--- src/pulse_width_defs.svh ---
/*
 Constants of the pulse width unit: offsets, fields, reset values, dividers.
 Assumes a byte-wide register port and a 100 MHz core clock.
*/
// Contract
// Noise sample rate: main clock /16, /32, /64, or slow crystal.
// Counter starts on a filtered edge; rising only or both edges.
// Next qualifying edge stores the count in the queue, clears counter.
// Overflow holds counter at all-ones, sets overflow flag, requests interrupt.
// Edge during overflow flag does not store the saturated count.
// Falling edge during overflow flag clears counter and resumes counting. Code: split mode only; in period mode the counter holds all-ones.
// Main-clock count rate: /32, /64, /128 or /512 by count select.
// Slow crystal noise source: counter runs at slow crystal /2.
// Software never picks a count rate faster than the sample rate.
// Six-entry queue fills from first entry onward in order.
// Full queue sets full flag; later results overwrite newest entry.
// Port read returns oldest entry and frees it; empty flag when drained.
// Stored level bit updates only after a port read.
// Unit off: clocks gated, queue and flags reset, pin released.
// Software keeps selects fixed while enabled; re-enable recovers overrun.
// Split select: high and low levels apart, else full periods.
// Pending flag on filtered rising edge, or after four queued results.
// Polarity bit inverts the input before filtering.
// Filtered level readable at any time in status.
// Pending flag clears on status read while set, then port access.
// Stop mode: runs and wakes only on slow crystal noise source.
// Wait mode: measuring continues, interrupt may end the wait.
// Interrupt request driven only when interrupt enable bit set.
// Write to full queue sets overrun flag; only disable clears it.
// Edge is a filtered change between samples; idle until first edge.
`ifndef PULSE_WIDTH_DEFS_SVH
`define PULSE_WIDTH_DEFS_SVH

// Register offsets
`define OFS_CONTROL   8'h0D
`define OFS_STATUS    8'h0E
`define OFS_QUEUE     8'h0F

// Control and status fields
`define CTL_RESET     8'h0F
`define CTL_ON        7
`define CTL_SPLIT     6
`define CTL_IRQ_SRC   5
`define CTL_INVERT    4
`define STS_IE        5

// Select codes and figures
`define NC_SLOW_CRYSTAL_CLOCK       2'h3
`define CC_DIV64      2'h1
`define CC_DIV128     2'h2
`define CC_DIV512     2'h3
`define NC_DIV32      2'h1
`define NC_DIV64      2'h2
`define QUEUE_DEPTH   6
`define QUEUE_FULL    3'h6
`define QUEUE_IRQ     3'h4
`define PTR_LAST      3'h5
`define CNT_MAX       8'hFF

// Prescaler masks: tick when low bits all ones
`define MASK16        9'h00F
`define MASK32        9'h01F
`define MASK64        9'h03F
`define MASK128       9'h07F
`define MASK512       9'h1FF

`endif

--- src/pulse_width_pkg.sv ---
/*
 Types of the pulse width unit.
 Assumes the constants header is on the include path.
*/
package pulse_width_pkg;
  `include "pulse_width_defs.svh"

  typedef enum logic {MEAS_IDLE, MEAS_RUN} meas_t;

  // Whole state of the unit
  typedef struct packed {
    logic [7:0]      ctl;
    logic            ie;
    logic            count_overflow_flag;
    logic            irqf;
    logic            armed;
    logic            queue_overrun_flag;
    logic            pl;
    logic [2:0]      qcnt;
    logic [2:0]      rptr;
    logic [2:0]      wptr;
    logic [5:0][8:0] mem;
    logic [8:0]      pre;
    logic            p1;
    logic            p2;
    logic            x1;
    logic            x2;
    logic            x3;
    logic            xhalf;
    logic [2:0]      smp;
    logic            sig;
    logic            sig_d;
    meas_t           meas;
    logic [7:0]      cnt;
    logic [7:0]      rdata;
  } unit_state_t;
endpackage : pulse_width_pkg

--- src/pulse_width_counter.sv ---
/*
 Pulse width counter: noise filter, 8-bit width counter, six-entry
 queue with level bit, status flags and interrupt request.
 Assumes the core clock is the main oscillator, the slow crystal clock
 arrives as a pin level, and stop_mode_i comes from logic on core_clk_i.
*/
// The implementer's own choice: strobed register access.
`timescale 1ns/100ps
`include "pulse_width_defs.svh"
module pulse_width_counter (
  input  wire logic       core_clk_i,
  input  wire logic       rst_n_i,
  input  wire logic [7:0] addr_i,
  input  wire logic [7:0] wdata_i,
  input  wire logic       wr_i,
  input  wire logic       rd_i,
  output logic      [7:0] rdata_o,
  input  wire logic       pulse_input_i,
  input  wire logic       slow_crystal_clock_i,
  input  wire logic       stop_mode_i,
  output logic            irq_o,
  output logic            wake_o,
  output logic            pin_owned_o
);
  import pulse_width_pkg::*;

  // ==========================================================
  // Helpers
  // ==========================================================

  // Prescaler tick when the masked low bits are all ones
  function automatic logic tick_at(input logic [8:0] pre,
                                   input logic [8:0] mask);
    tick_at = ((pre & mask) == mask);
  endfunction : tick_at

  // Next queue pointer with wrap at the last entry
  function automatic logic [2:0] ptr_inc(input logic [2:0] p);
    ptr_inc = (p == `PTR_LAST) ? 3'h0 : p + 3'h1;
  endfunction : ptr_inc

  unit_state_t st;
  unit_state_t next_st;

  logic       on;
  logic       main_run;
  logic       x_tick;
  logic       nc_tick;
  logic       cnt_tick;
  logic       raw;
  logic       rise;
  logic       fall;
  logic       qual;
  logic       store;
  logic [8:0] nc_mask;
  logic [8:0] cc_mask;
  logic [2:0] last;
  logic [8:0] head;

  // ==========================================================
  // Clock selection and edge qualification
  // ==========================================================

  // Sample and count rates from prescaler or slow crystal
  always_comb begin
    on = st.ctl[`CTL_ON];
    main_run = on && !stop_mode_i;
    x_tick = on && st.x2 && !st.x3;
    unique case (st.ctl[1:0])
      `NC_DIV32: nc_mask = `MASK32;
      `NC_DIV64: nc_mask = `MASK64;
      default:   nc_mask = `MASK16;
    endcase
    unique case (st.ctl[3:2])
      `CC_DIV64:  cc_mask = `MASK64;
      `CC_DIV128: cc_mask = `MASK128;
      `CC_DIV512: cc_mask = `MASK512;
      default:    cc_mask = `MASK32;
    endcase
    if (st.ctl[1:0] == `NC_SLOW_CRYSTAL_CLOCK) begin
      nc_tick  = x_tick;
      cnt_tick = x_tick && st.xhalf;
    end else begin
      nc_tick  = main_run && tick_at(st.pre, nc_mask);
      cnt_tick = main_run && tick_at(st.pre, cc_mask);
    end
    raw  = st.p2 ^ st.ctl[`CTL_INVERT];
    rise = st.sig && !st.sig_d;
    fall = !st.sig && st.sig_d;
    // Split mode counts both edges, period mode rising only
    qual = st.ctl[`CTL_SPLIT] ? (rise || fall) : rise;
    store = qual && (st.meas == MEAS_RUN) && !st.count_overflow_flag;
    last = (st.wptr == 3'h0) ? `PTR_LAST : st.wptr - 3'h1;
    head = st.mem[st.rptr];
  end

  // ==========================================================
  // Next state
  // ==========================================================

  always_comb begin
    next_st = st;
    // Synchronisers for the pins
    next_st.p1 = pulse_input_i;
    next_st.p2 = st.p1;
    next_st.x1 = slow_crystal_clock_i;
    next_st.x2 = st.x1;
    next_st.x3 = st.x2;
    next_st.rdata = 8'h00;

    // Divider of the main clock, counting while on and out of stop mode
    if (main_run) begin
      next_st.pre = st.pre + 9'h001;
    end
    if (x_tick) begin
      next_st.xhalf = !st.xhalf;
    end

    // Noise filter: level changes after three equal samples
    next_st.sig_d = st.sig;
    if (nc_tick) begin
      next_st.smp = {st.smp[1:0], raw};
      if (&{st.smp[1:0], raw}) begin
        next_st.sig = 1'b1;
      end else if (~|{st.smp[1:0], raw}) begin
        next_st.sig = 1'b0;
      end
    end

    // Width counter with saturation at all ones
    if (cnt_tick && st.meas == MEAS_RUN) begin
      if (st.cnt == `CNT_MAX) begin
        next_st.count_overflow_flag = 1'b1;
        next_st.irqf = 1'b1;
      end else begin
        next_st.cnt = st.cnt + 8'h01;
      end
    end

    // Edge handling: start, store and restart
    if (qual) begin
      next_st.meas = MEAS_RUN;
      if (!st.count_overflow_flag || st.meas == MEAS_IDLE) begin
        next_st.cnt = 8'h00;
      end else if (fall) begin
        next_st.cnt = 8'h00;
      end
    end

    // Register reads
    if (rd_i) begin
      unique case (addr_i)
        `OFS_CONTROL: next_st.rdata = st.ctl;
        `OFS_STATUS: begin
          next_st.rdata = {st.pl, st.sig, st.ie, st.count_overflow_flag,
                           st.irqf, st.queue_overrun_flag, st.qcnt == `QUEUE_FULL,
                           st.qcnt == 3'h0};
          if (st.irqf) begin
            next_st.armed = 1'b1;
          end
        end
        `OFS_QUEUE: begin
          next_st.rdata = head[7:0];
          if (st.qcnt != 3'h0) begin
            next_st.rptr = ptr_inc(st.rptr);
            next_st.qcnt = st.qcnt - 3'h1;
            next_st.pl = head[8];
          end
          if (st.armed) begin
            next_st.irqf = 1'b0;
            next_st.armed = 1'b0;
          end
        end
        default: next_st.rdata = 8'h00;
      endcase
    end

    // Queue write; newest entry overwritten when full
    if (store) begin
      if (next_st.qcnt == `QUEUE_FULL) begin
        next_st.mem[last] = {st.sig_d, st.cnt};
        next_st.queue_overrun_flag = 1'b1;
      end else begin
        next_st.mem[st.wptr] = {st.sig_d, st.cnt};
        next_st.wptr = ptr_inc(st.wptr);
        next_st.qcnt = next_st.qcnt + 3'h1;
        if (!st.ctl[`CTL_IRQ_SRC] &&
            next_st.qcnt == `QUEUE_IRQ) begin
          next_st.irqf = 1'b1;
        end
      end
    end
    // Edge source sets pending; set beats any clear above
    if (st.ctl[`CTL_IRQ_SRC] && rise) begin
      next_st.irqf = 1'b1;
    end
    if (cnt_tick && st.meas == MEAS_RUN && st.cnt == `CNT_MAX) begin
      next_st.irqf = 1'b1;
    end

    // Register writes
    if (wr_i) begin
      if (addr_i == `OFS_CONTROL) begin
        next_st.ctl = wdata_i;
      end
      if (addr_i == `OFS_STATUS) begin
        next_st.ie = wdata_i[`STS_IE];
      end
    end

    // Unit off: queue, flags and measurement back to reset
    if (!on) begin
      next_st.count_overflow_flag  = 1'b0;
      next_st.irqf  = 1'b0;
      next_st.armed = 1'b0;
      next_st.queue_overrun_flag   = 1'b0;
      next_st.pl    = 1'b0;
      next_st.qcnt  = 3'h0;
      next_st.rptr  = 3'h0;
      next_st.wptr  = 3'h0;
      next_st.pre   = 9'h000;
      next_st.xhalf = 1'b0;
      next_st.meas  = MEAS_IDLE;
      next_st.cnt   = 8'h00;
      next_st.smp   = 3'h0;
      next_st.sig   = 1'b0;
      next_st.sig_d = 1'b0;
    end
  end

  // ==========================================================
  // State register
  // ==========================================================

  always_ff @(posedge core_clk_i) begin
    if (!rst_n_i) begin
      st     <= '0;
      st.ctl <= `CTL_RESET;
      st.meas <= MEAS_IDLE;
    end else begin
      st <= next_st;
    end
  end

  // ==========================================================
  // Outputs
  // ==========================================================

  // Interrupt gated by enable; wake only when the unit can run
  always_comb begin
    rdata_o     = st.rdata;
    irq_o       = st.irqf && st.ie;
    wake_o      = irq_o && (!stop_mode_i ||
                  st.ctl[1:0] == `NC_SLOW_CRYSTAL_CLOCK);
    pin_owned_o = on;
  end
endmodule : pulse_width_counter

--- config.mk ---
export PLATFORM = sky130hd
export DESIGN_NAME = pulse_width_counter
export DESIGN_NICKNAME = d
export VERILOG_FILES = /design/src/pulse_width_pkg.sv /design/src/pulse_width_counter.sv
export VERILOG_INCLUDE_DIRS = /design/src
export SDC_FILE = /design/constraint.sdc
export NUM_CORES = 1
export LEC_CHECK = 0
export BUFFER_PORTS_ARGS = -buffer_cell sky130_fd_sc_hd__buf_2
export CORE_MARGIN = 5
export CORE_UTILIZATION = 58
export CTS_CLUSTER_SIZE = 24
export DETAILED_ROUTE_END_ITERATION = 8
export PLACE_DENSITY = 0.77
export SYNTH_ARGS = -nofsm -noshare
export SYNTH_HDL_FRONTEND = slang
export SYNTH_SLANG_ARGS = --single-unit
--- constraint.sdc ---
create_clock -name core_clk_i -period 3.8 [get_ports core_clk_i]
set_input_delay 0.76 -clock core_clk_i [delete_from_list [all_inputs] [get_ports core_clk_i]]
set_output_delay 0.76 -clock core_clk_i [all_outputs]
set_load 0.05 [all_outputs]
==> Word level (Yosys, flattened, before mapping) <==
Index checks and enable logic that the tools add are counted.
{ "word_totals": {"inputBits": 23, "reg_bits": 113} }
{ "op_classes": {"addsub": 7, "n_reduce_logical": 44, "muxes": 42, "n_bitwise": 5, "order_cmp": 5, "eq_ne": 19} }
{ "ops": {"columns": ["operator", "n"], "rows": [
  ["$bwmux W54", 2],
  ["$demux W9 S3", 2],
  ["$mux W54", 1],
  ["$mux W8", 5],
  ["$bmux W9 S3", 1],
  ["$mux W9", 3],
  ["$pmux W9 S3", 1],
  ["$eq A8 B4 Y1 const B", 3],
  ["$pmux W8 S3", 1],
  ["$and A9 B9 Y9", 2],
  ["$eq A9 B9 Y1", 2],
  ["$logic_and A1 B1 Y1", 18],
  ["$mux W6", 3],
  ["$reduce_and A2 Y1", 8],
  ["$eq A3 B3 Y1 const B", 5],
  ["$mux W3", 5],
  ["$mux W1", 14],
  ["$lt A3 B4 Y1 const B", 3],
  ["$pmux W6 S2", 1],
  ["$add A3 B1 Y3 const B", 3],
  ["$add A9 B1 Y9 const B", 1],
  ["$reduce_and A3 Y1", 3],
  ["$add A8 B1 Y8 const B", 1],
  ["$eq A2 B2 Y1 const B", 4],
  ["15 further kinds", 30]
]} }

==> Depth between registers and ports, before layout <==
Gate-level depths: netlist (run 1).
{ "logic_depth": {"word_depth": 16, "depth_mapped": 13} }

==> Worst setup path before layout (run 1) <==
Ideal clock, no wire load.
{ "synth_timing": {"kind": "input to register", "startpoint": "input addr_i[4]", "endpoint": "register st[64] in the netlist's numbering", "path_slack_ps": 513, "setup_ps": 72, "n_path_buf": 2, "t_required_ps": 3728, "stages": 11, "t_arrival_ps": 3215, "path_cell_list": "and4bb_2 nand4b_1 mux2i_1 ha_1 clkbuf_1 nand2_1 a31oi_1 a211oi_2 a22oi_1 buf_2 mux2i_1"} }
{ "synth_via": {"elab_chain_cells": 5} }
{ "synth_rtl": {"columns": ["element", "line", "text"], "rows": [
  ["start, declared", "pulse_width_counter.sv:13", "input wire logic [7:0] addr_i,"],
  ["$eq A8 B4 Y1", "pulse_width_counter.sv:152", "unique case (addr_i)"],
  ["$mux W6", "pulse_width_counter.sv:152", null],
  ["$mux W6", "pulse_width_counter.sv:151", "if (rd_i) begin"],
  ["$eq A3 B3 Y1 (no source line)", null, null],
  ["$mux W54", "pulse_width_counter.sv:180", "if (next_st.qcnt == `QUEUE_FULL) begin"],
  ["end signal, assigned", "pulse_width_counter.sv:241", "st <= next_st;"],
  ["end, declared", "pulse_width_counter.sv:42", "unit_state_t st;"]
]} }
No other way between the ends.
A chain may end at the register's enable or synchronous reset.

==> Worst setup path in the final report (run 1) <==
{ "layout_timing": {"startpoint": "register st[97] in the netlist's numbering", "endpoint": "register st[53] in the netlist's numbering"} }
{ "layout_via": {"elab_chain_cells": 6, "elab_cells_between_ends": 7, "cone_classes": "1 x add/sub; 1 x eq/ne; 4 x mux; 1 x reduce/logical"} }
{ "layout_rtl": {"columns": ["element", "line", "text"], "rows": [
  ["$sub A3 B1 Y3 / $reduce_bool A3 Y1 (equally long branches)", "pulse_width_counter.sv:166, pulse_width_counter.sv:164", null],
  ["$mux W6", "pulse_width_counter.sv:164", "if (st.qcnt != 3'h0) begin"],
  ["$mux W6", "pulse_width_counter.sv:152", null],
  ["$mux W6 (*)", "pulse_width_counter.sv:151", null],
  ["$eq A3 B3 Y1 (no source line) (*)", null, null],
  ["$mux W54 (*)", "pulse_width_counter.sv:180", null]
]} }
Every way passes the cells marked *; elsewhere a longest branch is shown, timed or not.

==> metrics.txt, run 1 <==
share of cells above drive strength 1=0.167; CTS sink count=113; mux contribution to synthesized area=0.190; Hold Buf Count CTS=0; FF+latch count, synth=113; Post-synth EDFFs=0; commonest non-fill, non-tap cells in the layout=dfxtp_1 (113), nand2_1 (81), mux2i_1 (68); worst r2r dst=st[53]; worst hold margin=0.436 ns; DR WL/cell=16.9 um; Setup Buffers After CTS=0; main combinational cell family by area after synthesis=multiplexers; first-pass GRT wire length=20600 um; I/O Pins=34; largest net degree at the start of global routing=33; Starting Density=0.593; Adder-Cell Fraction of Synth Area=0.0297; core area=9240 um^2; WHS Endpoint=st[26]; ANT nets after route=0; synth unique cells=67; CP max FO=9; CP Buf/Inv Count=1; Bufs on Longest Clock Path=2; Via-to-Cell Ratio=5.84; RSZ-0062 raised after global routing=false; nets=640; clk slew on worst S/H paths=0.06 ns; # rows=35; arrival time worst endpoint=3.63 ns; Setup-failing EPs final=0; vias in the first global route=4293; GP Congestion=0.898; Simple-Gate Fraction of Synth Area=0.187; Seq/Total Area, Yosys=0.413; Max-Cap Viols=0; status=complete, no violations; Hold Path Class=reg -> reg; critical-path cell list=inv_1, ha_1, nor2b_1, nand4b_1, mux2i_1, ha_1, a21boi_1, a32o_1, mux2i_1; Die Span X=107 um; IO Port Bufs=33; die height=107 um; setup slack, reg-to-reg=0.60 ns; Pleak=2.55 nW; slowest stage delay, CP=0.62 ns; Critical-path top delay cell=a32o_1; CP Class=reg -> reg; die area=11500 um^2; Min-Delay Path Depth=1; syn nets=619; Pre-antenna DRT Iters=4; syn_area_per_cell=9.40 um^2; Final HPWL DP=8620 um; Antenna Cells=0; Finished Core Util=0.680; VDD IR max=0.279 mV; Total GRT Usage=0.228; CTS tree=yes; routed vias=4356; Pwr Density=450 nW/um^2; setup TNS=0 ns; area fraction in compound gates after synthesis=0.113; worst slack, placed=0.256 ns; post-route cell area=6280 um^2; Worst setup SP type=register; Worst R2R Path Depth=9; initial antenna violation count=0; skew final=0.00776 ns; Clock Latency Late Sink=0.51 ns; Synth Cell Area=5480 um^2; Post-synth ARST share=0; Critical Path Sink Type=register; Area Growth Syn to Fin=14.6%; Ys Warns=0; worst r2r src=st[97]; cells resized by post-CTS repair=0; total CTS buffers=17; GRT overflow=0; WL final=12600 um; Primary FF master, synth=dfxtp_1; relative slew slack=0.311; H-tree Lvls=4; Placed Area=5690 um^2; CTS Root Cell=clkbuf_8; 1st-iter DRT viols=294; final hold vios=0; post-route setup slack=0.603 ns; Max Clk Rate=313 MHz; post-layout minimum cycle time=3.20 ns; commonest non-fill, non-tap cell in the layout=dfxtp_1; Final Slew Violations=0; DRC errors left=0; Hold Startpoint=next_st[26]; Tightest Pin Transition=1.03 ns; Crit path max-delay family=compound AO/OA/AOI/OAI gates; fin crit share=0.841; Post-Synth XOR/XNOR Area=0.0224; Cells after Synth=583; Crit path required time=4.24 ns
==> routing by layer <==
metal | global-route usage | part of all wire | vias to the layer above
li1 | - | - | 2096
met1 | 0.282 | 0.43 | 2102
met2 | 0.375 | 0.49 | 136
met3 | 0.0626 | 0.054 | 22
met4 | 0.0950 | 0.028 | 0
met5 | 0 | 0 | -
==> layout make-up <==
type / count / area, um^2
tap: 129 / 161
clock inverter: 15 / 183
clock buffer: 17 / 414
timing repair buffer: 42 / 233
inverter: 17 / 63.8
multi-input combinational: 413 / 2970
sequential: 113 / 2260
fill: 722 / 2960
==> registers in the layout, summed over array words and instances, names as in the netlist <==
register and cells:
next_st 3, pin_owned_o 1, rdata_o 8, st 101
==> cell usage after synthesis, types with 4 or more instances <==
master | n | area share
inv_1 | 16 | 0.011
o21ai_1 | 5 | 0.0046
mux2_2 | 9 | 0.018
and3_1 | 5 | 0.0057
or4_1 | 4 | 0.0055
a22oi_1 | 15 | 0.021
a21oi_1 | 28 | 0.026
buf_2 | 7 | 0.0064
mux4_2 | 9 | 0.037
nand3_1 | 8 | 0.0073
nor2_1 | 49 | 0.034
a31oi_1 | 4 | 0.0046
and2_1 | 7 | 0.0080
xnor2_1 | 8 | 0.013
nand2_1 | 81 | 0.055
mux2i_1 | 68 | 0.12
a211oi_1 | 6 | 0.0082
nand4b_1 | 4 | 0.0064
buf_4 | 8 | 0.011
nor2b_1 | 13 | 0.015
dfxtp_1 | 113 | 0.41
xor2_1 | 6 | 0.0096
ha_1 | 13 | 0.030
nor3_1 | 9 | 0.0082
clkbuf_1 | 22 | 0.015
o21ai_0 | 5 | 0.0046
==> metrics by stage <==
step / power, mW / instances
after floorplan: 1.25 / 583
after global placement: 1.27 / 714
after detailed placement: 1.27 / 714
after CTS: 2.83 / 746
after global routing: 2.90 / 746
final: 2.83 / 746
==> cells by family (layout without fill, tap and decap cells) <==
logic type                 Yosys count  count (layout)
buffers and inverters               57              91
AOI/OAI and AO/OA                   89              89
DFF                                113             113
xor gates and xnor gates            14              14
muxes                               89              89
and+or+nand+nor                    208             208
adders and majority gates           13              13
==> worst max path at each step <==
stage,from,to,slack (ns),cells after the start
4_1_cts,st[97],st[53],0.66,9
5_1_grt,st[97],st[48],0.42,9
3_5_place_dp,addr_i[1],st[71],0.26,11
6_report,st[97],st[53],0.60,9
2_1_floorplan,addr_i[4],st[64],0.51,11
3_3_place_gp,addr_i[1],st[46],0.41,10
==> report_power, final <==
part	internal (mW)	switching [mW]	leakage (nW)
clock	1.00	0.580	0.282
sequential	1.19	0.00120	0.911
combinational	0.0200	0.0339	1.36
total	2.21	0.615	2.55
No activity file was read; power rests on OpenSTA's default activity.
==> inputs of run 2 (changes only) <==
clock period = 3.3 ns   (was 3.8 ns; I/O delays follow)
==> metrics.txt, run 2 (synthesis results as in run 1) <==
vias in the first global route=4311 (+0.42%); Final HPWL DP=8930 um (+3.6%); Final Slew Violations=0 (unchanged); skew final=0.00671 ns (-0.00106 ns); first-pass GRT wire length=21200 um (+2.8%); CTS tree=yes; Critical Path Sink Type=register; core area=9240 um^2 (unchanged); share of cells above drive strength 1=0.172 (+0.00481); I/O Pins=34 (unchanged); VDD IR max=0.354 mV (+27%); CTS sink count=113 (unchanged); WL final=12900 um (+2.2%); Max Clk Rate=338 MHz (+8.0%); Hold Buf Count CTS=0 (unchanged); status=complete, no violations; Via-to-Cell Ratio=5.77 (-1.2%); Largest Register=st; IO Port Bufs=33 (unchanged); Pre-antenna DRT Iters=5 (+1); DRC errors left=0 (unchanged); Hold Path Class=in -> reg; number of flip-flops in the largest register=101 (unchanged); post-layout minimum cycle time=2.96 ns (-0.236 ns); GRT overflow=0 (unchanged); final hold vios=0 (unchanged); total CTS buffers=17 (unchanged); CTS Root Cell=clkbuf_8; Die Span X=107 um (unchanged); Setup Buffers After CTS=0 (unchanged); H-tree Lvls=4 (unchanged); ANT nets after route=0 (unchanged); die area=11500 um^2 (unchanged); largest net degree at the start of global routing=38 (+15%); Final Non-Filler Cells=752 (+0.80%); Pleak=2.59 nW (+1.5%); arrival time worst endpoint=3.40 ns (-0.23 ns); GP Congestion=0.929 (+3.4%); Area Growth Syn to Fin=15.6%; setup TNS=0 ns (unchanged); Max-Cap Viols=0 (unchanged); Clock Latency Late Sink=0.53 ns (+0.02 ns); post-route cell area=6340 um^2 (+0.82%); Starting Density=0.593 (unchanged); Pwr Density=518 nW/um^2 (+15%); fin crit share=0.897 (+0.0558); CP max FO=9 (unchanged); commonest non-fill, non-tap cells in the layout=dfxtp_1 (113), nand2_1 (81), mux2i_1 (68); DR WL/cell=17.1 um (+1.4%); Bufs on Longest Clock Path=2 (unchanged); RSZ-0062 raised after global routing=false; Placed Area=5730 um^2 (+0.79%); CP Class=reg -> reg; # rows=35 (unchanged); Antenna Cells=0 (unchanged); initial antenna violation count=0 (unchanged); Worst setup SP type=register; 1st-iter DRT viols=291 (-1.0%); routed vias=4338 (-0.41%); commonest non-fill, non-tap cell in the layout=dfxtp_1; Crit path required time=3.74 ns (-0.50 ns); dpl cells=720 (+0.84%); Total GRT Usage=0.236 (+0.00744); cells resized by post-CTS repair=0 (unchanged); Tightest Pin Transition=0.839 ns (-0.193 ns); Setup-failing EPs final=0 (unchanged); relative slew slack=0.440 (+0.129); nets=646 (+0.94%); die height=107 um (unchanged); clk slew on worst S/H paths=0.06 ns (about the same)
[run 2: routing by layer]
| metal | GRT usage | vias to the layer above | wire, um |
|---|---|---|---|
| met2 | 0.383 | 125 | 6140 |
| li1 | - | 2106 | - |
| met1 | 0.295 | 2086 | 5630 |
| met3 | 0.0566 | 21 | 735 |
| met4 | 0.109 | 0 | 344 |
| met5 | 0 | - | 0 |
[run 2: worst paths after layout]
path,from,to,slack [ns],depth (start not counted)
max,st[97],st[71],0.34,12
min,wdata_i[2],st[108],0.34,3
max reg2reg,st[97],st[71],0.34,12
min reg2reg,next_st[26],st[26],0.43,1
[run 2: cell type report]
type,count,area [um^2]
Multi-Input combinational cell,413,2970
Fill cell,702,2900
Sequential cell,113,2260
Clock buffer,21,449
Timing Repair Buffer,48,278
Tap cell,129,161
Clock inverter,11,154
Inverter,17,63.8
[run 2: power by group]
part | total (mW) | internal, mW | switching (mW)
logic | 0.0644 | 0.0246 | 0.0398
registers | 1.37 | 1.37 | 0.00118
clock network | 1.85 | 1.20 | 0.652
total | 3.28 | 2.59 | 0.693
[run 2: through the flow]
step | power (mW) | worst slack (ns) | hold WS [ns] | utilization
final | 3.28 | 0.340 | 0.340 | 0.686
after global routing | 3.37 | 0.102 | 0.340 | 0.686
after CTS | 3.30 | 0.377 | 0.326 | 0.686
after detailed placement | 1.46 | 0.139 | 0.422 | 0.620
after global placement | 1.46 | 0.319 | 0.416 | 0.620
after floorplan | 1.44 | 0.113 | 0.412 | -
[run 2: worst max-delay path, cell delays in order, from the launching register on]
cell      delay [ns]
dfxtp_1         0.30
inv_1           0.08
ha_1            0.21
nor2b_1         0.14
nand4b_1        0.30
mux2i_1         0.37
ha_1            0.23
nand2_1         0.06
a31oi_1         0.34
a211oi_2        0.13
a22oi_1         0.19
buf_4           0.25
mux2i_1         0.25
